$ cat src/design/brol_pkg.sv
// package: constants, register map and types of the bridge reset and option latch
package brol_pkg;

    ////////////////////////////////////////////////////////////////////////////
    // clock and timing
    localparam int CLK_PERIOD_PS = 8000;
    localparam int CLK_KHZ = 125000;
    localparam int VME_STRETCH_MS = 256;
    localparam int PCI_STRETCH_MS = 5;
    localparam int VME_STRETCH_CYCLES = VME_STRETCH_MS * CLK_KHZ;
    localparam int PCI_STRETCH_CYCLES = PCI_STRETCH_MS * CLK_KHZ;
    localparam int LATCH_WINDOW_PS = 31250;
    localparam int LATCH_DLY_RAW = LATCH_WINDOW_PS / CLK_PERIOD_PS;
    localparam int LATCH_DLY_CYCLES = (LATCH_DLY_RAW < 1) ? 1 : LATCH_DLY_RAW;
    localparam int VCNT_W = 26;
    localparam int PCNT_W = 21;
    localparam int LCNT_W = 4;

    ////////////////////////////////////////////////////////////////////////////
    // synchronised input vector layout
    localparam int ASYNC_W = 42;
    localparam int IN_POR = 0;
    localparam int IN_VSYS = 1;
    localparam int IN_PCIRST = 2;
    localparam int IN_REQ = 3;
    localparam int IN_REQ64 = 4;
    localparam int IN_BG3 = 5;
    localparam int IN_VD_LSB = 6;
    localparam int IN_VA_LSB = 11;
    localparam logic [ASYNC_W-1:0] ASYNC_RST = 42'h000_0000_003E;

    ////////////////////////////////////////////////////////////////////////////
    // option pin positions on the address lines (data lines as vd[31:27] -> bit 4..0)
    localparam int PIN_RAI_EN = 31;
    localparam int PIN_RAI_SP = 29;
    localparam int PIN_RAI_BS = 21;
    localparam int PIN_CR_SP = 20;
    localparam int PIN_CR_TO = 15;
    localparam int PIN_BM = 14;
    localparam int PIN_TI_EN = 13;
    localparam int PIN_TI_SP = 12;
    localparam int PIN_TI_VAS = 10;
    localparam int PIN_TI_BS = 6;
    localparam int PIN_TI_BD = 2;
    localparam int PIN_REG_SP = 1;
    localparam int PIN_DAISY = 3;
    localparam int PIN_V64 = 2;
    localparam int PIN_BI = 1;
    localparam int PIN_SYSFAIL = 0;

    ////////////////////////////////////////////////////////////////////////////
    // register map (byte addresses) and bit positions
    localparam logic [7:0] OFS_GENCTL = 8'h00;
    localparam logic [7:0] OFS_CSR_SET = 8'h04;
    localparam logic [7:0] OFS_CSR_CLR = 8'h08;
    localparam logic [7:0] OFS_STATUS = 8'h0C;
    localparam logic [7:0] OFS_RAI = 8'h10;
    localparam logic [7:0] OFS_CRCSR = 8'h14;
    localparam logic [7:0] OFS_TI0 = 8'h18;
    localparam logic [7:0] OFS_PCICFG = 8'h1C;
    localparam int GC_SOFT_PCI = 0;
    localparam int GC_SOFT_VME = 1;
    localparam int GC_BI = 2;
    localparam int GC_V64 = 3;
    localparam int GC_SYSCON = 4;
    localparam int CSR_RESET = 0;
    localparam int CSR_SYSFAIL = 1;

    ////////////////////////////////////////////////////////////////////////////
    // types
    typedef struct packed {
        logic rai_en;
        logic [1:0] rai_space;
        logic [7:0] rai_base;
        logic crcsr_io;
        logic [4:0] crcsr_offset;
        logic daisy_chain_autoid;
        logic vme64_autoid_enable;
        logic bus_isolation_mode;
        logic sysfail_assert;
        logic ti0_en;
        logic ti0_io;
        logic [1:0] ti0_vme_space_select;
        logic [3:0] ti0_base;
        logic [3:0] ti0_bound;
        logic bus_master_enable;
        logic pci_reg_base0_io;
    } brol_opt_type;

    localparam brol_opt_type OPT_DEFAULT = '0;

    typedef enum logic [2:0] {
        ST_HOLD,
        ST_WAIT,
        ST_LATCH,
        ST_ENABLE,
        ST_VHOLD,
        ST_RUN
    } brol_fsm_type;

    typedef struct packed {
        logic por;
        logic vme;
        logic general;
        logic clk_services_ok;
    } brol_domain_type;

endpackage : brol_pkg

$ cat src/design/brol_top.sv
// module: reset sequencing, reset stretching and power-up option latch with an APB register slave
//
// Behaviour
// - clock services cleared only by power-on reset
// - VME services and power-up machine reset on power-on or Request_in_a; rest also PCI
// - power-on reset resets every domain including both reset outputs
// - Request_in_a output held 256 ms after last initiator goes away
// - Request_in_a output initiated by power-on, reset request pin or soft bit
// - PCI reset output held at least 5 ms from power-on, soft bit, set bit
// - set register bits assert PCI reset or system-fail until matching clear write
// - writing 1 to clear register reset bit negates the PCI reset output
// - options sampled from VME address and data lines after power-on reset
// - PCI width loaded from its request pin on every PCI reset
// - system controller enable loaded during Request_in_a from bus-grant 3 input
// - all option pins captured on release of power-on reset
// - later VME or PCI resets reload captured options except width and syscon
// - options applied only while all three reset inputs are negated
// - register image enable, space and base from address lines 31..21
// - CR/CSR image space from line 20, offset from lines 19..15
// - data lines 30..27 set auto-IDs, isolation and system-fail assertion
// - target image 0 and bus master and register space from address lines
// - enabled target image 0 sets memory or I/O enable in PCI command
// - Request_in_a input asserts PCI reset output, resets device, reloads options
// - options latched three fast clock periods after power-on release, transceivers enabled one later
// - soft reset bits act on write of 1 only and read back 0
//
// The register offsets and register access over APB were decided locally.
`timescale 1ns/10ps
module brol_top
    import brol_pkg::*;
#(
    parameter logic [VCNT_W-1:0] VME_STRETCH_CYC = VCNT_W'(VME_STRETCH_CYCLES),
    parameter logic [PCNT_W-1:0] PCI_STRETCH_CYC = PCNT_W'(PCI_STRETCH_CYCLES)
) (
    input wire logic mclk,
    input wire logic rst,
    input wire logic power_on_reset_in_n,
    input wire logic vme_sysreset_in_n,
    input wire logic pci_reset_in_n,
    input wire logic request_in_a_n,
    input wire logic req64_n,
    input wire logic bus_grant3_in_n,
    input wire logic [31:1] vme_addr_lines,
    input wire logic [31:27] vme_data_lines,
    input wire logic psel,
    input wire logic penable,
    input wire logic pwrite,
    input wire logic [7:0] paddr,
    input wire logic [31:0] pwdata,
    output logic pready,
    output logic [31:0] prdata,
    output logic pslverr,
    output logic vme_sysreset_out,
    output logic local_pci_reset_out_n,
    output logic sysfail_out,
    output logic vme_xcvr_out_enable,
    output brol_domain_type domain_reset,
    output brol_opt_type options,
    output logic pci_width_status
);

    ////////////////////////////////////////////////////////////////////////////
    // state
    typedef struct packed {
        logic [ASYNC_W-1:0] s1;
        logic [ASYNC_W-1:0] s2;
        logic [ASYNC_W-1:0] s3;
        logic [ASYNC_W-1:0] flt;
        logic por_d;
        brol_fsm_type fsm;
        logic [LCNT_W-1:0] lcnt;
        brol_opt_type captured;
        brol_opt_type applied;
        logic pending;
        logic applied_ok;
        logic [VCNT_W-1:0] vcnt;
        logic [PCNT_W-1:0] pcnt;
        logic vme_out;
        logic pci_out_n;
        logic csr_reset;
        logic sysfail;
        logic xcvr_en;
        logic width64;
        logic syscon;
        brol_domain_type dom;
        logic pready;
        logic [31:0] prdata;
        logic pslverr;
    } brol_state_type;

    brol_state_type state_r;
    brol_state_type state_nxt;

    ////////////////////////////////////////////////////////////////////////////
    // functions
    function automatic logic reg_hit(input logic [7:0] addr, input logic [7:0] ofs);
        reg_hit = (addr == ofs);
    endfunction : reg_hit

    function automatic logic addr_mapped(input logic [7:0] addr);
        addr_mapped = reg_hit(addr, OFS_GENCTL) | reg_hit(addr, OFS_CSR_SET) | reg_hit(addr, OFS_CSR_CLR)
            | reg_hit(addr, OFS_STATUS) | reg_hit(addr, OFS_RAI) | reg_hit(addr, OFS_CRCSR)
            | reg_hit(addr, OFS_TI0) | reg_hit(addr, OFS_PCICFG);
    endfunction : addr_mapped

    function automatic brol_opt_type opt_from_pins(input logic [31:0] va, input logic [4:0] vd);
        brol_opt_type o;
        o = OPT_DEFAULT;
        o.rai_en = va[PIN_RAI_EN];
        o.rai_space = va[PIN_RAI_SP +: 2];
        o.rai_base = va[PIN_RAI_BS +: 8];
        o.crcsr_io = va[PIN_CR_SP];
        o.crcsr_offset = va[PIN_CR_TO +: 5];
        o.bus_master_enable = va[PIN_BM];
        o.ti0_en = va[PIN_TI_EN];
        o.ti0_io = va[PIN_TI_SP];
        o.ti0_vme_space_select = va[PIN_TI_VAS +: 2];
        o.ti0_base = va[PIN_TI_BS +: 4];
        o.ti0_bound = va[PIN_TI_BD +: 4];
        // low pin selects I/O space for base 0
        o.pci_reg_base0_io = ~va[PIN_REG_SP];
        o.daisy_chain_autoid = vd[PIN_DAISY];
        o.vme64_autoid_enable = vd[PIN_V64];
        o.bus_isolation_mode = vd[PIN_BI];
        // pulled-down pin means assert system-fail
        o.sysfail_assert = ~vd[PIN_SYSFAIL];
        opt_from_pins = o;
    endfunction : opt_from_pins

    function automatic logic [31:0] rd_word(input logic [7:0] addr, input brol_state_type s);
        logic [31:0] w;
        w = 32'h0000_0000;
        if (reg_hit(addr, OFS_GENCTL)) begin
            // soft reset bits always read back 0
            w[GC_BI] = s.applied.bus_isolation_mode;
            w[GC_V64] = s.applied.vme64_autoid_enable;
            w[GC_SYSCON] = s.syscon;
        end
        if (reg_hit(addr, OFS_CSR_SET) || reg_hit(addr, OFS_CSR_CLR)) begin
            w[CSR_RESET] = ~s.pci_out_n;
            w[CSR_SYSFAIL] = s.sysfail;
        end
        if (reg_hit(addr, OFS_STATUS)) begin
            w[5:0] = {s.applied_ok, s.dom.clk_services_ok, ~s.pci_out_n, s.vme_out,
                      s.applied.daisy_chain_autoid, s.width64};
        end
        if (reg_hit(addr, OFS_RAI)) begin
            w[2:0] = {s.applied.rai_space, s.applied.rai_en};
            w[15:8] = s.applied.rai_base;
        end
        if (reg_hit(addr, OFS_CRCSR)) begin
            w[0] = s.applied.crcsr_io;
            w[12:8] = s.applied.crcsr_offset;
        end
        if (reg_hit(addr, OFS_TI0)) begin
            w[11:0] = {s.applied.ti0_bound, s.applied.ti0_base, s.applied.ti0_vme_space_select,
                       s.applied.ti0_io, s.applied.ti0_en};
        end
        if (reg_hit(addr, OFS_PCICFG)) begin
            w[0] = s.applied.ti0_en & ~s.applied.ti0_io;
            w[1] = s.applied.ti0_en & s.applied.ti0_io;
            w[2] = s.applied.bus_master_enable;
            w[3] = s.applied.pci_reg_base0_io;
        end
        rd_word = w;
    endfunction : rd_word

    ////////////////////////////////////////////////////////////////////////////
    // next state
    always_comb begin
        logic por;
        logic vsys;
        logic pcir;
        logic vreq;
        logic acc_wr;
        logic soft_pci;
        logic soft_vme;
        logic set_reset;
        logic set_fail;
        logic clr_reset;
        logic clr_fail;
        logic vinit;
        logic pinit;
        logic apply;
        logic [31:0] va;
        por = 1'b0;
        vsys = 1'b0;
        pcir = 1'b0;
        vreq = 1'b0;
        acc_wr = 1'b0;
        soft_pci = 1'b0;
        soft_vme = 1'b0;
        set_reset = 1'b0;
        set_fail = 1'b0;
        clr_reset = 1'b0;
        clr_fail = 1'b0;
        vinit = 1'b0;
        pinit = 1'b0;
        apply = 1'b0;
        va = 32'h0000_0000;
        state_nxt = state_r;

        // three-stage synchroniser; a change counts once stages two and three agree
        state_nxt.s1 = {vme_addr_lines, vme_data_lines, bus_grant3_in_n, req64_n, request_in_a_n,
                        pci_reset_in_n, vme_sysreset_in_n, power_on_reset_in_n};
        state_nxt.s2 = state_r.s1;
        state_nxt.s3 = state_r.s2;
        state_nxt.flt = (~(state_r.s2 ^ state_r.s3) & state_r.s3)
                      | ((state_r.s2 ^ state_r.s3) & state_r.flt);

        por = ~state_r.flt[IN_POR];
        vsys = ~state_r.flt[IN_VSYS];
        pcir = ~state_r.flt[IN_PCIRST];
        vreq = ~state_r.flt[IN_REQ];
        va = {state_r.flt[IN_VA_LSB +: 31], 1'b0};
        state_nxt.por_d = por;

        // APB slave: one wait state, effects at the completing edge
        state_nxt.pready = 1'b0;
        if (psel && penable && !state_r.pready) begin
            state_nxt.pready = 1'b1;
            state_nxt.pslverr = ~addr_mapped(paddr);
            state_nxt.prdata = pwrite ? 32'h0000_0000 : rd_word(paddr, state_r);
        end
        acc_wr = psel & penable & state_r.pready & pwrite;
        soft_pci = acc_wr & reg_hit(paddr, OFS_GENCTL) & pwdata[GC_SOFT_PCI];
        soft_vme = acc_wr & reg_hit(paddr, OFS_GENCTL) & pwdata[GC_SOFT_VME];
        set_reset = acc_wr & reg_hit(paddr, OFS_CSR_SET) & pwdata[CSR_RESET];
        set_fail = acc_wr & reg_hit(paddr, OFS_CSR_SET) & pwdata[CSR_SYSFAIL];
        clr_reset = acc_wr & reg_hit(paddr, OFS_CSR_CLR) & pwdata[CSR_RESET];
        clr_fail = acc_wr & reg_hit(paddr, OFS_CSR_CLR) & pwdata[CSR_SYSFAIL];

        // reset domains
        state_nxt.dom.por = por;
        state_nxt.dom.clk_services_ok = ~por;
        state_nxt.dom.vme = por | vsys;
        state_nxt.dom.general = por | vsys | pcir;

        // Request_in_a output and its stretch
        vinit = por | vreq | soft_vme;
        if (vinit) begin
            state_nxt.vcnt = VME_STRETCH_CYC;
        end else if (state_r.vcnt != '0) begin
            state_nxt.vcnt = state_r.vcnt - VCNT_W'(1);
        end
        state_nxt.vme_out = vinit | (state_r.vcnt != '0);

        // CSR set and clear bits; set beats clear
        if (clr_reset) begin
            state_nxt.csr_reset = 1'b0;
        end
        if (set_reset) begin
            state_nxt.csr_reset = 1'b1;
        end
        if (clr_fail) begin
            state_nxt.sysfail = 1'b0;
        end
        if (set_fail) begin
            state_nxt.sysfail = 1'b1;
        end
        if (por | vsys) begin
            state_nxt.csr_reset = 1'b0;
            state_nxt.sysfail = 1'b0;
        end

        // PCI reset output: stretched sources plus held CSR bit and Request_in_a input
        pinit = por | soft_pci | set_reset;
        if (pinit) begin
            state_nxt.pcnt = PCI_STRETCH_CYC;
        end else if (state_r.pcnt != '0) begin
            state_nxt.pcnt = state_r.pcnt - PCNT_W'(1);
        end
        state_nxt.pci_out_n = ~(pinit | (state_r.pcnt != '0) | state_nxt.csr_reset | vsys);

        // width and syscon follow their own pins during their reset
        if (pcir) begin
            state_nxt.width64 = ~state_r.flt[IN_REQ64];
        end
        if (vsys || por) begin
            state_nxt.syscon = ~state_r.flt[IN_BG3];
        end

        // power-up machine: latch window after power-on release, then transceivers
        case (state_r.fsm)
            ST_HOLD: begin
                state_nxt.xcvr_en = 1'b0;
                state_nxt.lcnt = LCNT_W'(LATCH_DLY_CYCLES);
                if (!por) begin
                    state_nxt.fsm = ST_WAIT;
                end
            end
            ST_WAIT: begin
                if (state_r.lcnt <= LCNT_W'(2)) begin
                    state_nxt.fsm = ST_LATCH;
                end else begin
                    state_nxt.lcnt = state_r.lcnt - LCNT_W'(1);
                end
            end
            ST_LATCH: begin
                state_nxt.captured = opt_from_pins(va, state_r.flt[IN_VD_LSB +: 5]);
                state_nxt.fsm = ST_ENABLE;
            end
            ST_ENABLE: begin
                state_nxt.xcvr_en = 1'b1;
                state_nxt.fsm = ST_RUN;
            end
            ST_VHOLD: begin
                state_nxt.xcvr_en = 1'b0;
                if (!vsys) begin
                    state_nxt.fsm = ST_ENABLE;
                end
            end
            ST_RUN: begin
                state_nxt.xcvr_en = 1'b1;
            end
            default: begin
                state_nxt.fsm = ST_HOLD;
            end
        endcase
        if (por) begin
            state_nxt.fsm = ST_HOLD;
            state_nxt.xcvr_en = 1'b0;
        end else if (vsys) begin
            state_nxt.fsm = ST_VHOLD;
            state_nxt.xcvr_en = 1'b0;
        end

        // apply captured options once every reset input is negated
        if (por | vsys | pcir) begin
            state_nxt.pending = 1'b1;
            state_nxt.applied = OPT_DEFAULT;
            state_nxt.applied_ok = 1'b0;
        end
        apply = state_r.pending & ~por & ~vsys & ~pcir & (state_r.fsm == ST_RUN);
        if (apply) begin
            state_nxt.applied = state_r.captured;
            state_nxt.applied_ok = 1'b1;
            state_nxt.pending = 1'b0;
            if (state_r.captured.sysfail_assert) begin
                state_nxt.sysfail = 1'b1;
            end
        end
    end

    ////////////////////////////////////////////////////////////////////////////
    // registers
    always_ff @(posedge mclk) begin
        if (rst) begin
            state_r <= '0;
            state_r.s1 <= ASYNC_RST;
            state_r.s2 <= ASYNC_RST;
            state_r.s3 <= ASYNC_RST;
            state_r.flt <= ASYNC_RST;
            state_r.por_d <= 1'b1;
            state_r.fsm <= ST_HOLD;
            state_r.captured <= OPT_DEFAULT;
            state_r.applied <= OPT_DEFAULT;
            state_r.pending <= 1'b1;
            state_r.vme_out <= 1'b1;
            state_r.pci_out_n <= 1'b0;
            state_r.syscon <= 1'b1;
            state_r.dom <= '{por: 1'b1, vme: 1'b1, general: 1'b1, clk_services_ok: 1'b0};
        end else begin
            state_r <= state_nxt;
        end
    end

    ////////////////////////////////////////////////////////////////////////////
    // outputs
    assign pready = state_r.pready;
    assign prdata = state_r.prdata;
    assign pslverr = state_r.pslverr;
    assign vme_sysreset_out = state_r.vme_out;
    assign local_pci_reset_out_n = state_r.pci_out_n;
    assign sysfail_out = state_r.sysfail;
    assign vme_xcvr_out_enable = state_r.xcvr_en;
    assign domain_reset = state_r.dom;
    assign options = state_r.applied;
    assign pci_width_status = state_r.width64;

endmodule : brol_top

$ cat config.mk
export PLATFORM = sky130hd
export DESIGN_NAME = brol_top
export DESIGN_NICKNAME = d
export VERILOG_FILES = /design/src/design/brol_pkg.sv /design/src/design/brol_top.sv
export SDC_FILE = /design/constraint.sdc
export NUM_CORES = 1
export LEC_CHECK = 0
export ABC_CLOCK_PERIOD_IN_PS = 2300
export BUFFER_PORTS_ARGS = -buffer_cell sky130_fd_sc_hd__buf_4
export CELL_PAD_IN_SITES_DETAIL_PLACEMENT = 0
export CELL_PAD_IN_SITES_GLOBAL_PLACEMENT = 2
export CORE_MARGIN = 2
export CORE_UTILIZATION = 30
export DETAILED_ROUTE_END_ITERATION = 8
export GPL_TIMING_DRIVEN = 0
export PLACE_DENSITY = 0.67
export SYNTH_ARGS = -nofsm -noshare
export SYNTH_HDL_FRONTEND = slang
export SYNTH_SLANG_ARGS = --single-unit
$ cat constraint.sdc
create_clock -name mclk -period 2.3 [get_ports mclk]
set_clock_uncertainty 0.05 [all_clocks]
set_input_delay 0.23 -clock mclk [delete_from_list [all_inputs] [get_ports mclk]]
set_output_delay 0.23 -clock mclk [all_outputs]
set_load 0.05 [all_outputs]
==> results summary, run 1 <==
The total power divided by cell area is approximately 810 nW/um^2. The number of buffers created by CTS came out at 37. The number of library cell types mapped by synthesis is a little over 60.

The floorplan step set the die height to just over 200 um. TritonCTS built the clock tree. The gate count of the mapped netlist is approximately 1300. Setup repair after global routing left no endpoint under its margin.

The highest net fanout along the worst path came out at 9. The total power came out at between 10 and 15 mW. For this run, the leading register cell type out of synthesis is dfxtp_1.

Setup violations remaining at the end of the flow were counted as 0. The DRC marker count from the first detailed-route iteration is around 470. The synthesis-stage register bit count came out at around 320. The chip width came out at slightly above 200 um. The category of the most critical setup path is flop to flop. The dominant combinational cell family by area after synthesis is simple AND/OR/NAND/NOR gates.

The data arrival time of the critical path came out at about 2.5 ns. The mean instance size in the synthesized netlist is ~9.0 sq um. The count of flip-flops with a built-in enable after synthesis came out at 0.

The delay of the slowest cell on the worst path is just over 0.5 ns. The minimum clock period is ~2.2 ns. The cell sitting at the root of the clock tree is a clkbuf_16. The detail-routed net length per standard cell is ~16 um. The post-synthesis share of cell area spent on full adders, half adders and majority gates came out at less than 1%. Counting flops with an async set or reset pin after synthesis yields a share of 0%. The total routing usage reported by global routing is 15.9%. The global routing stage identified its most utilized layer as met2. The final antenna diode count is 0.

For flop-to-flop paths, the worst setup slack is 0.10 ns. Once the floorplan was initialized, standard cells occupied between 30% and 40% of the core. The clock-pin slew on the worst setup and hold paths came out at ~0.060 ns. The met1 global-route usage is a little under a quarter. STA classifies the critical path endpoint as a flop. The tightest min-delay check is of the input pin to flop type. The met3 demand-to-capacity share in global routing came out at between 2 and 3%.

The number of detailed-route iterations in the first pass is 5. The max-slew violation count is 0. The clock latency at the later pin of the worst-skew pair came out at between 0.5 and 0.6 ns.

The required time of the critical path is 2.62 ns. The via count of the first global-routing pass was 9090. The headroom to the max-slew limit is between 30% and 40%.

The last weighted congestion value of the routability-driven placer came out at 0.798. The number of hold violations in the final report was 0. The synthesized netlist devotes 22.3% of its cell area to simple gates. The area of the mapped netlist came out at about 12000 sq um. The total of buffers placed on input and output ports came out at 116.

Sequential cells were found to cover between 50% and 60% of the synthesized design area. The area of the die came out at 40700 sq um. The DRC violation count after routing is 0.

The slowest stage of the critical path belongs to the cell or4_1. The worst path buffer plus inverter count came out at 1. The fraction of layout cells with a size suffix above 1 is a little under a fifth.

The portion of netlist area occupied by mux cells is less than 1%. Global routing finished with a remaining overflow of 0. The ratio of final minimum period to clock period came out at between 90% and 100%. The count of yosys warnings during synthesis came out at 0.

In this run the remaining antenna-violating nets after routing total 0. Relative to the synthesized area, the layout overhead comes to 28.2%. STA classifies the critical path startpoint as a flop.

The routing usage on met2 came out at between 20% and 30%. The pin count of the biggest net entering global routing came out at 15. The floorplan step defined a core boundary enclosing 38600 sq um.

The total routed wirelength came out at around 32 mm. The number of placement rows is 72. The standby leakage power came out at ~5.7 nW. The H-tree was split into 2 levels.

The number of max-cap violations came out at 0. The flow ran to the end, and the final reports show no timing, DRC or antenna violations. The buffer depth of the longest clock path came out at 3. The final HPWL from detailed placement came out at between 20 and 25 mm. The number of vias after detailed routing came out at slightly above 9000. The maximum clock rate is roughly 0.46 GHz. roughly 170 I/O pins were placed. The first global-routing pass estimated between 50 and 60 mm of wire. Traced cell by cell, the critical path runs through or4_1, buf_2, nor4_1, nor3b_2, and4_1, a211oi_1. The per-cell via count in the routed design came out at 4.52. The share of the synthesized area in compound gates (AO/OA/AOI/OAI) is a little over an eighth. For the pin with the worst max-slew slack, the measured transition is a little over 1 ns. The highest ir drop seen on vdd came out at 0.000420 V. Clock tree synthesis found a total of about 320 sinks. The worst hold slack is 0.145 ns. The kind of cell with the highest combined delay on the critical path is simple AND/OR/NAND/NOR gates. The share of the synthesized netlist area taken by xor and xnor gates is 1.87%. The number of nets in the layout came out at 1610. The initial antenna violation count came out at 0.
## logic make-up (layout without fill, tap and decap cells)
| family | after synthesis | in the layout |
|---|---|---|
| flops | 319 | 319 |
| mux | 3 | 3 |
| compound gates | 274 | 274 |
| xor+xnor | 25 | 25 |
| fa+ha+maj | 5 | 5 |
| simple gates | 526 | 526 |
| buf+inv | 150 | 375 |
| other cells | 1 | 16 |
## worst min-delay path, stage by stage
cell and delay (ns):
buf_4 0.11, a211o_1 0.27, a21oi_1 0.06
## cells in the mapped netlist (2+ instances only)
cell type	number	area, sq um
a32oi_1	6	52.6
a22oi_1	2	15.0
and4_1	3	26.3
or3_1	2	12.5
or4_2	2	17.5
o211a_1	2	20.0
and2_1	5	31.3
inv_1	14	52.6
buf_4	71	533
mux2i_1	2	20.0
a211o_1	2	17.5
a21bo_2	2	20.0
nor4_1	11	68.8
o21ai_0	56	280
o211ai_1	11	82.6
xnor2_1	3	26.3
or4_1	9	67.6
ha_1	5	62.6
nand3_1	17	85.1
nand4b_1	5	43.8
o21a_1	3	22.5
dfxtp_1	319	6390
or3_4	3	33.8
clkbuf_1	60	225
a31oi_1	8	50.1
nor4b_1	2	17.5
buf_1	3	11.3
nor2_1	73	274
nand4_1	9	56.3
a211oi_1	7	52.6
and3_1	4	25.0
o41ai_1	3	26.3
nand2_1	210	788
o31ai_1	8	60.1
nand2b_1	7	43.8
nor2b_1	117	732
nand3b_1	5	37.5
nor3_1	20	100
a21o_1	3	22.5
xor2_1	22	193
a21oi_1	149	746
buf_2	2	10.0
or2_2	17	106
## power breakdown
group | switching, mW | internal [mW] | total, mW
Combinational | 0.313 | 0.247 | 0.560
Clock | 2.31 | 3.59 | 5.90
Sequential | 0.0550 | 5.64 | 5.69
Total | 2.68 | 9.47 | 12.2
## through the flow
stage | setup WS, ns | cells | utilization (%) | area [sq um] | TNS (ns)
6_report | 0.104 | 2061 | 38.9 | 15000 | 0
5_1_grt | 0.0176 | 2061 | 38.9 | 15000 | 0
4_1_cts | 0.00943 | 2059 | 38.7 | 15000 | 0
3_5_place_dp | -0.554 | 1952 | 34.4 | 13300 | -35.33
3_3_place_gp | -0.590 | 1952 | 34.4 | 13300 | -36.15
2_1_floorplan | 0.294 | 1318 | - | 11800 | 0
## path summary, 6_finish.rpt
path                                       end            from  cells past startpoint
worst min register to register  state_nxt[219]  state_nxt[261]                      1
worst min-delay path               state_r[72]             rst                      3
worst max register to register     state_r[89]     state_r[80]                      6
worst max-delay path               state_r[89]     state_r[80]                      6
## metal layers
layer / up-vias / part of all wire [%]
li1: 4759 / -
met1: 4324 / 52
met2: 187 / 42
met3: 47 / 3.7
met4: 0 / 2.2
met5: - / 0
## layout make-up
type | instances | area, sq um
timing repair buffer | 161 | 1320
clock inverter | 13 | 190
clock buffer | 51 | 1030
tap | 518 | 648
fill | 3945 | 23600
inverter | 14 | 52.6
buffer | 136 | 791
multi-input combinational | 849 | 4630
sequential | 319 | 6390
## repair_timing
action                                  4_1_cts  5_1_grt
setup buffers                                 0        2
gates cloned                                  0        0
pin swaps                                     0        2
resized for setup                             4       28
hold buffers                                 43        0
endpoints found under the setup margin        5       56
endpoints found under the hold margin        44        0
## cell usage in the layout, fill, tap and decap left out, types with 7 or more instances in the layout
master and count:
buf_4 189, o211ai_1 11, inv_1 14, o31ai_1 8, or2_2 17, dfxtp_1 319, nand2_1 210, clkbuf_1 59
or4_1 9, nand4_1 9, nor4_1 9, nor3_1 18, clkbuf_16 37, nor2b_1 117, a21oi_1 149, conb_1 16
clkbuf_2 9, a31oi_1 8, xor2_1 22, dlygate4sd3_1 43, nand2b_1 7, nor2_1 72, nand3_1 17, o21ai_0 54
Power figures use the tool's default switching activity.
==> run 2: changes to the inputs <==
ABC_CLOCK_PERIOD_IN_PS = 2620   (was 2300)
BUFFER_PORTS_ARGS = unset   (was -buffer_cell sky130_fd_sc_hd__buf_4)
DONT_BUFFER_PORTS = 1   (was unset)
PLACE_DENSITY = 0.61   (was 0.67)
clock period = 2.62 ns   (was 2.3 ns; I/O delays follow)
==> run 2 against run 1 <==
Effect of this change: sequential power decreased by 12%; critical endpoint unchanged; register-to-register slack improved by 0.13 ns; clock power decreased by 7.3%; maximum frequency decreased by 8.0%.
==> results summary, run 2 (synthesis results as in run 1) <==
Result of the run: finished clean (unchanged). The number of inserted filler cells in the final layout came out at 4011 (was 3945). The delay of the slowest cell on the worst path is 0.64 ns (was 0.51 ns). The last weighted congestion value of the routability-driven placer was 0.747 (was 0.798). The total congestion overflow after global routing came out at 0 (unchanged).

The ratio of final minimum period to clock period came out at 91.1% (was 95.5%). The total routed wirelength came out at 32.5 mm (was 32.3 mm). The number of clock sinks is 319 (unchanged). The final antenna diode count came out at 0 (unchanged). Critical-path cell list: and4_1, and4_1, a21oi_1, and4_1, a211oi_1 (was or4_1, buf_2, nor4_1, nor3b_2, and4_1, a211oi_1). The final-report setup violation count came to 0 (unchanged). The clock root buffer is clkbuf_16 (unchanged). Unrepaired setup endpoints after global routing: no (unchanged). The total power is 10.9 mW (was 12.2 mW). The headroom to the max-slew limit is 29.7% (was 32.1%). The required time of the critical path is 3.02 ns (was 2.62 ns). The number of top-level design ports is 165 (unchanged). The number of buffers created by CTS came out at 39 (was 37).

The fraction of layout cells with a size suffix above 1 came out at 11.4% (was 19.0%). The dominant cell type by count on the critical path is and4_1. The pin count of the biggest net entering global routing is 14 (was 15). The standby leakage power came out at 5.14 nW (was 5.74 nW). The DRC marker count from the first detailed-route iteration is 392 (was 474).

The endpoint type of the worst setup path is a flop (unchanged). The global routing's busiest layer is met2 (unchanged). Most used cells in the layout excluding fill and tap cells: dfxtp_1, nand2_1, a21oi_1 (was dfxtp_1, nand2_1, buf_4).

The highest ir drop seen on vdd is 0.000437 V (was 0.000420 V). The chip width came to 202 um (unchanged). The number of max-cap violations came out at 0 (unchanged). The cell area reported after detailed placement came to 12400 sq um (was 13300 sq um). The number of placement rows was 72 (unchanged).

The met1 global-route usage is 21.9% (was 23.2%). The post-detailed-route count of antenna-violating nets is 0 (unchanged). The DRC violation count after routing came to 0 (unchanged). The TritonCTS clock tree was done (unchanged). The maximum clock rate is 0.419 GHz (was 0.455 GHz). The buffer count from post-CTS setup fixing came out at 0 (unchanged). The highest net fanout along the worst path came out at 8 (was 9). The slowest cell on the critical path is dfxtp_1 (was or4_1).

The category of the most critical setup path is flop to flop (unchanged). The type of the worst min-delay path was input pin to flop (unchanged). The internal power component came to 8.48 mW (was 9.47 mW).

The total routing usage reported by global routing is 16.1% (was 15.9%). The detail-routed net length per standard cell came out at 16.7 um (was 15.7 um). The most common cell after layout, fill and taps aside is dfxtp_1 (unchanged). The routing usage on met2 came to 25.5% (was 24.1%). The final HPWL from detailed placement is 23.8 mm (about the same).

The via count of the first global-routing pass is 8712 (was 9090). The starting utilization of the core area came out at 30.4% (unchanged). The minimum clock period is 2.39 ns (was 2.20 ns).

The slew at the pin with the worst max-slew slack came out at 1.05 ns (was 1.01 ns). The number of placed cells counting well taps is 1836 (was 1952). The area growth from synthesis to layout is 20.9% (was 28.2%).

The share of power burned in the clock network came out at 50.3% (was 48.6%). The met3 demand-to-capacity share in global routing is 3.05% (was 2.58%). The core outline area is 38600 sq um (unchanged).

The sum of negative setup slack came out at 0 ns (unchanged). The number of nets in the layout came to 1494 (was 1610). The smallest setup slack after layout is 0.232 ns (was 0.104 ns). The final non-filler cell total was 1950 (was 2061). The switching share of total power was 22.1% (was 22.0%).

The sequential group share of total power is 45.9% (was 46.8%). The worst path buffer plus inverter count came out at 0 (was 1). The area of the die came to 40700 sq um (unchanged). The clock-pin slew on the worst setup and hold paths is 0.06 ns (about the same). The total of buffers placed on input and output ports was 0 (was 116). The per-cell via count in the routed design is 4.57 (was 4.52). The number of detailed-route iterations in the first pass came to 5 (unchanged).

The sort of element at the start of the critical path is a flop (unchanged). The minimum setup slack after placement is -0.0750 ns (was -0.554 ns). The overall die height is 202 um (unchanged). The clock latency at the later pin of the worst-skew pair came out at 0.55 ns (was 0.54 ns).

The data arrival time of the critical path came to 2.79 ns (was 2.52 ns). The total power divided by cell area is 767 nW/um^2 (was 808 nW/um^2). The maximum level of the CTS H-tree is 2 (unchanged). The kind of cell with the highest combined delay on the critical path is simple AND/OR/NAND/NOR gates (unchanged). The number of vias after detailed routing came out at 8908 (was 9317). The cell area after layout is 14200 sq um (was 15000 sq um). The max-slew violation count is 0 (unchanged). The buffer depth of the longest clock path is 3 (unchanged).

The number of hold violations in the final report came out at 0 (unchanged). The wire length of the first global-routing pass came out at 51.0 mm (was 51.3 mm). The initial antenna violation count came out at 0 (unchanged). The net switching power is 2.41 mW (was 2.68 mW).

The relative contribution of combinational cells to total power is 3.8% (was 4.6%).
[run 2: worst paths after layout]
check	slack [ns]	to	depth (start not counted)	from
worst min-delay path	0.04	state_r[69]	2	rst
worst max-delay path	0.23	state_r[89]	5	pready
worst min register to register	0.36	state_nxt[216]	1	state_nxt[258]
worst max register to register	0.23	state_r[89]	5	pready
[run 2: worst reg2reg max path: stages (launching register included)]
cell and delay, ns:
dfxtp_1 0.64, and4_1 0.35, and4_1 0.41, a21oi_1 0.32
and4_1 0.33, a211oi_1 0.19
[run 2: repair_timing]
action / 4_1_cts / 5_1_grt
hold endpoints to repair: 49 / 0
gates resized for setup: 1 / 4
hold buffers: 43 / 0
endpoints found under the setup margin: 1 / 14
[run 2: layout make-up]
class	instances	area [sq um]	area share, %
Buffer	136	781	5.50
Clock buffer	59	1120	7.91
Clock inverter	12	186	1.31
Inverter	14	52.6	0.370
Multi-Input combinational cell	849	4580	32.3
Sequential cell	319	6390	45.0
Tap cell	518	648	4.57
Timing Repair Buffer	43	430	3.03
[run 2: stage by stage]
step	hold WS [ns]	utilization (%)
after floorplan	0.316	-
after global placement	0.316	32.2
after detailed placement	0.319	32.2
after CTS	0.0232	36.7
after global routing	0.0594	36.7
final	0.0387	36.7
[run 2: layer usage]
layer	part of all wire, %	wire length [um]
met4	2.5	811
met5	0	0
met1	49	15900
met2	44	14400
met3	4.3	1390
[run 2: power groups by stage]
stage / registers (mW) / logic, mW / clock network, mW
floorplan: 5.09 / 0.279 / 0
CTS: 5.00 / 0.421 / 5.66
global route: 5.01 / 0.460 / 5.85
global placement: 5.11 / 0.369 / 0
finish: 5.00 / 0.415 / 5.47
detailed placement: 5.11 / 0.370 / 0
==> run 3: changes to the inputs <==
BUFFER_PORTS_ARGS = -buffer_cell sky130_fd_sc_hd__buf_4   (was unset)
CTS_BUF_LIST = sky130_fd_sc_hd__clkbuf_4 sky130_fd_sc_hd__clkbuf_8   (was unset)
DONT_BUFFER_PORTS = unset   (was 1)
PLACE_DENSITY = 0.67   (was 0.61)
==> run 3 against run 2 <==
Effect of this change: clock-buffer cell count increased by 37; core utilization increased by 2.0 points; largest cell class unchanged; critical path type unchanged; flip-flop and latch count unchanged; routed wire length increased by 0.37%; hold slack improved by 0.013 ns; sequential power about the same; maximum frequency increased by 0.43%; final area increased by 5.5%.
==> results summary, run 3 (synthesis results as in run 1) <==
The number of inserted filler cells in the final layout came out at 3970 (was 4011). The endpoint type of the worst setup path is a flop (unchanged). The number of top-level design ports came out at 165 (unchanged). The highest net fanout along the worst path came to 5 (was 8). Unrepaired setup endpoints after global routing: no (unchanged). The worst path buffer plus inverter count is 1 (was 0). The worst reg2reg path depth was 7 (was 5).

The overall die height was 202 um (unchanged). The via count of the first global-routing pass came out at 9213 (was 8712). The relative contribution of combinational cells to total power came out at 4.7% (was 3.8%). The clock latency at the later pin of the worst-skew pair came out at 0.66 ns (was 0.55 ns). The detail-routed net length per standard cell came to 15.6 um (was 16.7 um).

The area of the die is 40700 sq um (unchanged). The maximum clock rate is 0.421 GHz (was 0.419 GHz). The total power is 10.4 mW (was 10.9 mW). The number of max-cap violations is 0 (unchanged).

The ratio of final minimum period to clock period is 90.7% (was 91.1%). The most common cell after layout, fill and taps aside is dfxtp_1 (unchanged). Critical-path cell list: inv_1, ha_1, nor3b_1, and3_1, o21ai_1, or4_1, a21oi_1 (was and4_1, and4_1, a21oi_1, and4_1, a211oi_1).

The number of hold violations in the final report is 0 (unchanged). The share of power burned in the clock network came out at 47.2% (was 50.3%). The number of buffers created by CTS came to 56 (was 39). The DRC violation count after routing is 0 (unchanged). The total routed wirelength is 32.6 mm (was 32.5 mm). The buffer depth of the longest clock path is 3 (unchanged). The cell area after layout came to 15000 sq um (was 14200 sq um). The worst hold path startpoint is rst (unchanged). The switching share of total power is 23.2% (was 22.1%).

The total power divided by cell area is 694 nW/um^2 (was 767 nW/um^2). The area used by sequential logic in the layout is 6390 sq um (unchanged). The capturing point of the worst reg2reg path is state_r[82] (was state_r[89]). The end point of the most critical hold path is state_r[72] (was state_r[69]). The final antenna diode count was 0 (unchanged). The required time of the critical path is 3.14 ns (was 3.02 ns).

The standby leakage power is 5.75 nW (was 5.14 nW). The total congestion overflow after global routing was 0 (unchanged). The final non-filler cell total was 2096 (was 1950). Most used cells in the layout excluding fill and tap cells: dfxtp_1, nand2_1, buf_4 (was dfxtp_1, nand2_1, a21oi_1). The starting utilization of the core area is 30.4% (unchanged). The wire length of the first global-routing pass came to 51.7 mm (was 51.0 mm). The category of the most critical setup path was flop to flop (unchanged).

The initial antenna violation count is 0 (unchanged). The number of detailed-route iterations in the first pass came to 4 (was 5). The cell area reported after detailed placement came out at 13300 sq um (was 12400 sq um). The final-report setup violation count is 0 (unchanged). The slew at the pin with the worst max-slew slack was 1.12 ns (was 1.05 ns). The number of nets in the layout is 1627 (was 1494). The type of the worst min-delay path is input pin to flop (unchanged). The number of placed cells counting well taps is 1952 (was 1836). The clock root buffer is clkbuf_8 (was clkbuf_16). The sequential group share of total power was 48.1% (was 45.9%). The total of buffers placed on input and output ports is 116 (was 0). The sort of element at the start of the critical path was a flop (unchanged).

The number of clock sinks came out at 319 (unchanged). The fraction of layout cells with a size suffix above 1 came to 20.2% (was 11.4%). The highest ir drop seen on vdd came to 0.000459 V (was 0.000437 V). The number of placement rows came out at 72 (unchanged). The number of vias after detailed routing came to 9392 (was 8908). The clock-pin slew on the worst setup and hold paths is 0.07 ns (was 0.06 ns). The max-slew violation count is 0 (unchanged). The cell depth of the worst hold path came out at 3 (was 2).

The maximum level of the CTS H-tree came to 2 (unchanged). The minimum setup slack after placement came out at -0.266 ns (was -0.0750 ns). The smallest setup slack after layout is 0.243 ns (was 0.232 ns). The per-cell via count in the routed design is 4.48 (was 4.57).

The slowest cell on the critical path is or4_1 (was dfxtp_1). The net switching power is 2.41 mW (about the same). The minimum clock period is 2.38 ns (was 2.39 ns). The kind of cell with the highest combined delay on the critical path is simple AND/OR/NAND/NOR gates (unchanged). Result of the run: finished clean (unchanged).

The internal power component is 7.98 mW (was 8.48 mW). The post-CTS resize count is 0 (was 1). The data arrival time of the critical path is 2.90 ns (was 2.79 ns). The chip width is 202 um (unchanged).

The area used by multi-input combinational logic is 4570 sq um (was 4580 sq um). The last weighted congestion value of the routability-driven placer came out at 0.798 (was 0.747). The launch point of the worst reg-to-reg path was state_r[66] (was pready). The headroom to the max-slew limit is 24.6% (was 29.7%). The area growth from synthesis to layout is 27.6% (was 20.9%).

The pin count of the biggest net entering global routing came to 18 (was 14). The TritonCTS clock tree was done (unchanged). The delay of the slowest cell on the worst path came out at 0.51 ns (was 0.64 ns). The core outline area is 38600 sq um (unchanged). The final HPWL from detailed placement was 23.8 mm (about the same). The post-detailed-route count of antenna-violating nets came out at 0 (unchanged). The DRC marker count from the first detailed-route iteration is 402 (was 392). The internal reg-to-reg setup slack is 0.24 ns (was 0.23 ns).

The total routing usage reported by global routing was 16.2% (was 16.1%).
==> run 3: routing by layer <==
layer / GRT usage, % / vias up / wire [um] / share of wire, %
met3: 2.95 / 74 / 1380 / 4.2
li1: - / 4802 / - / -
met2: 24.0 / 202 / 13600 / 42
met4: 6.49 / 0 / 988 / 3.0
met5: 0 / - / 0 / 0
met1: 23.2 / 4314 / 16700 / 51
==> run 3: tightest hold or removal path: stages <==
cell and delay (ns):
buf_4 0.11, a211o_1 0.26, a21oi_1 0.06
==> run 3: repair_timing <==
action,in CTS,in global routing
setup buffers,0,0
hold endpoints to repair,49,0
hold buffers,43,0
==> run 3: cell type report <==
class | count | area share [%]
Tap cell | 518 | 4.33
Inverter | 14 | 0.351
Multi-Input combinational cell | 849 | 30.5
Timing Repair Buffer | 159 | 8.69
Sequential cell | 319 | 42.7
Clock inverter | 5 | 0.401
Buffer | 136 | 5.21
Clock buffer | 96 | 7.82
==> run 3: worst max-delay path by stage <==
| stage | start | end | cells past startpoint |
|---|---|---|---|
| detailed placement | rst | state_r[56] | 5 |
| global placement | rst | state_r[80] | 5 |
| CTS | state_r[66] | state_r[82] | 7 |
| floorplan | state_r[66] | state_r[82] | 7 |
| global route | state_r[66] | state_r[82] | 7 |
| finish | state_r[66] | state_r[82] | 7 |
==> run 3: per-stage QoR <==
step / TNS [ns] / util, % / hold slack, ns
after floorplan: 0 / - / 0.316
after global placement: -6.53 / 34.4 / 0.351
after detailed placement: -5.98 / 34.4 / 0.351
after CTS: 0 / 38.7 / 0.00305
after global routing: 0 / 38.7 / 0.0545
final: 0 / 38.7 / 0.0520
==> run 3: power by group through the flow <==
stage / clock network (mW) / logic, mW / registers, mW
CTS: 5.08 / 0.495 / 5.00
floorplan: 0 / 0.279 / 5.09
finish: 4.90 / 0.489 / 5.00
global placement: 0 / 0.442 / 5.10
global route: 5.28 / 0.537 / 5.01
detailed placement: 0 / 0.443 / 5.10
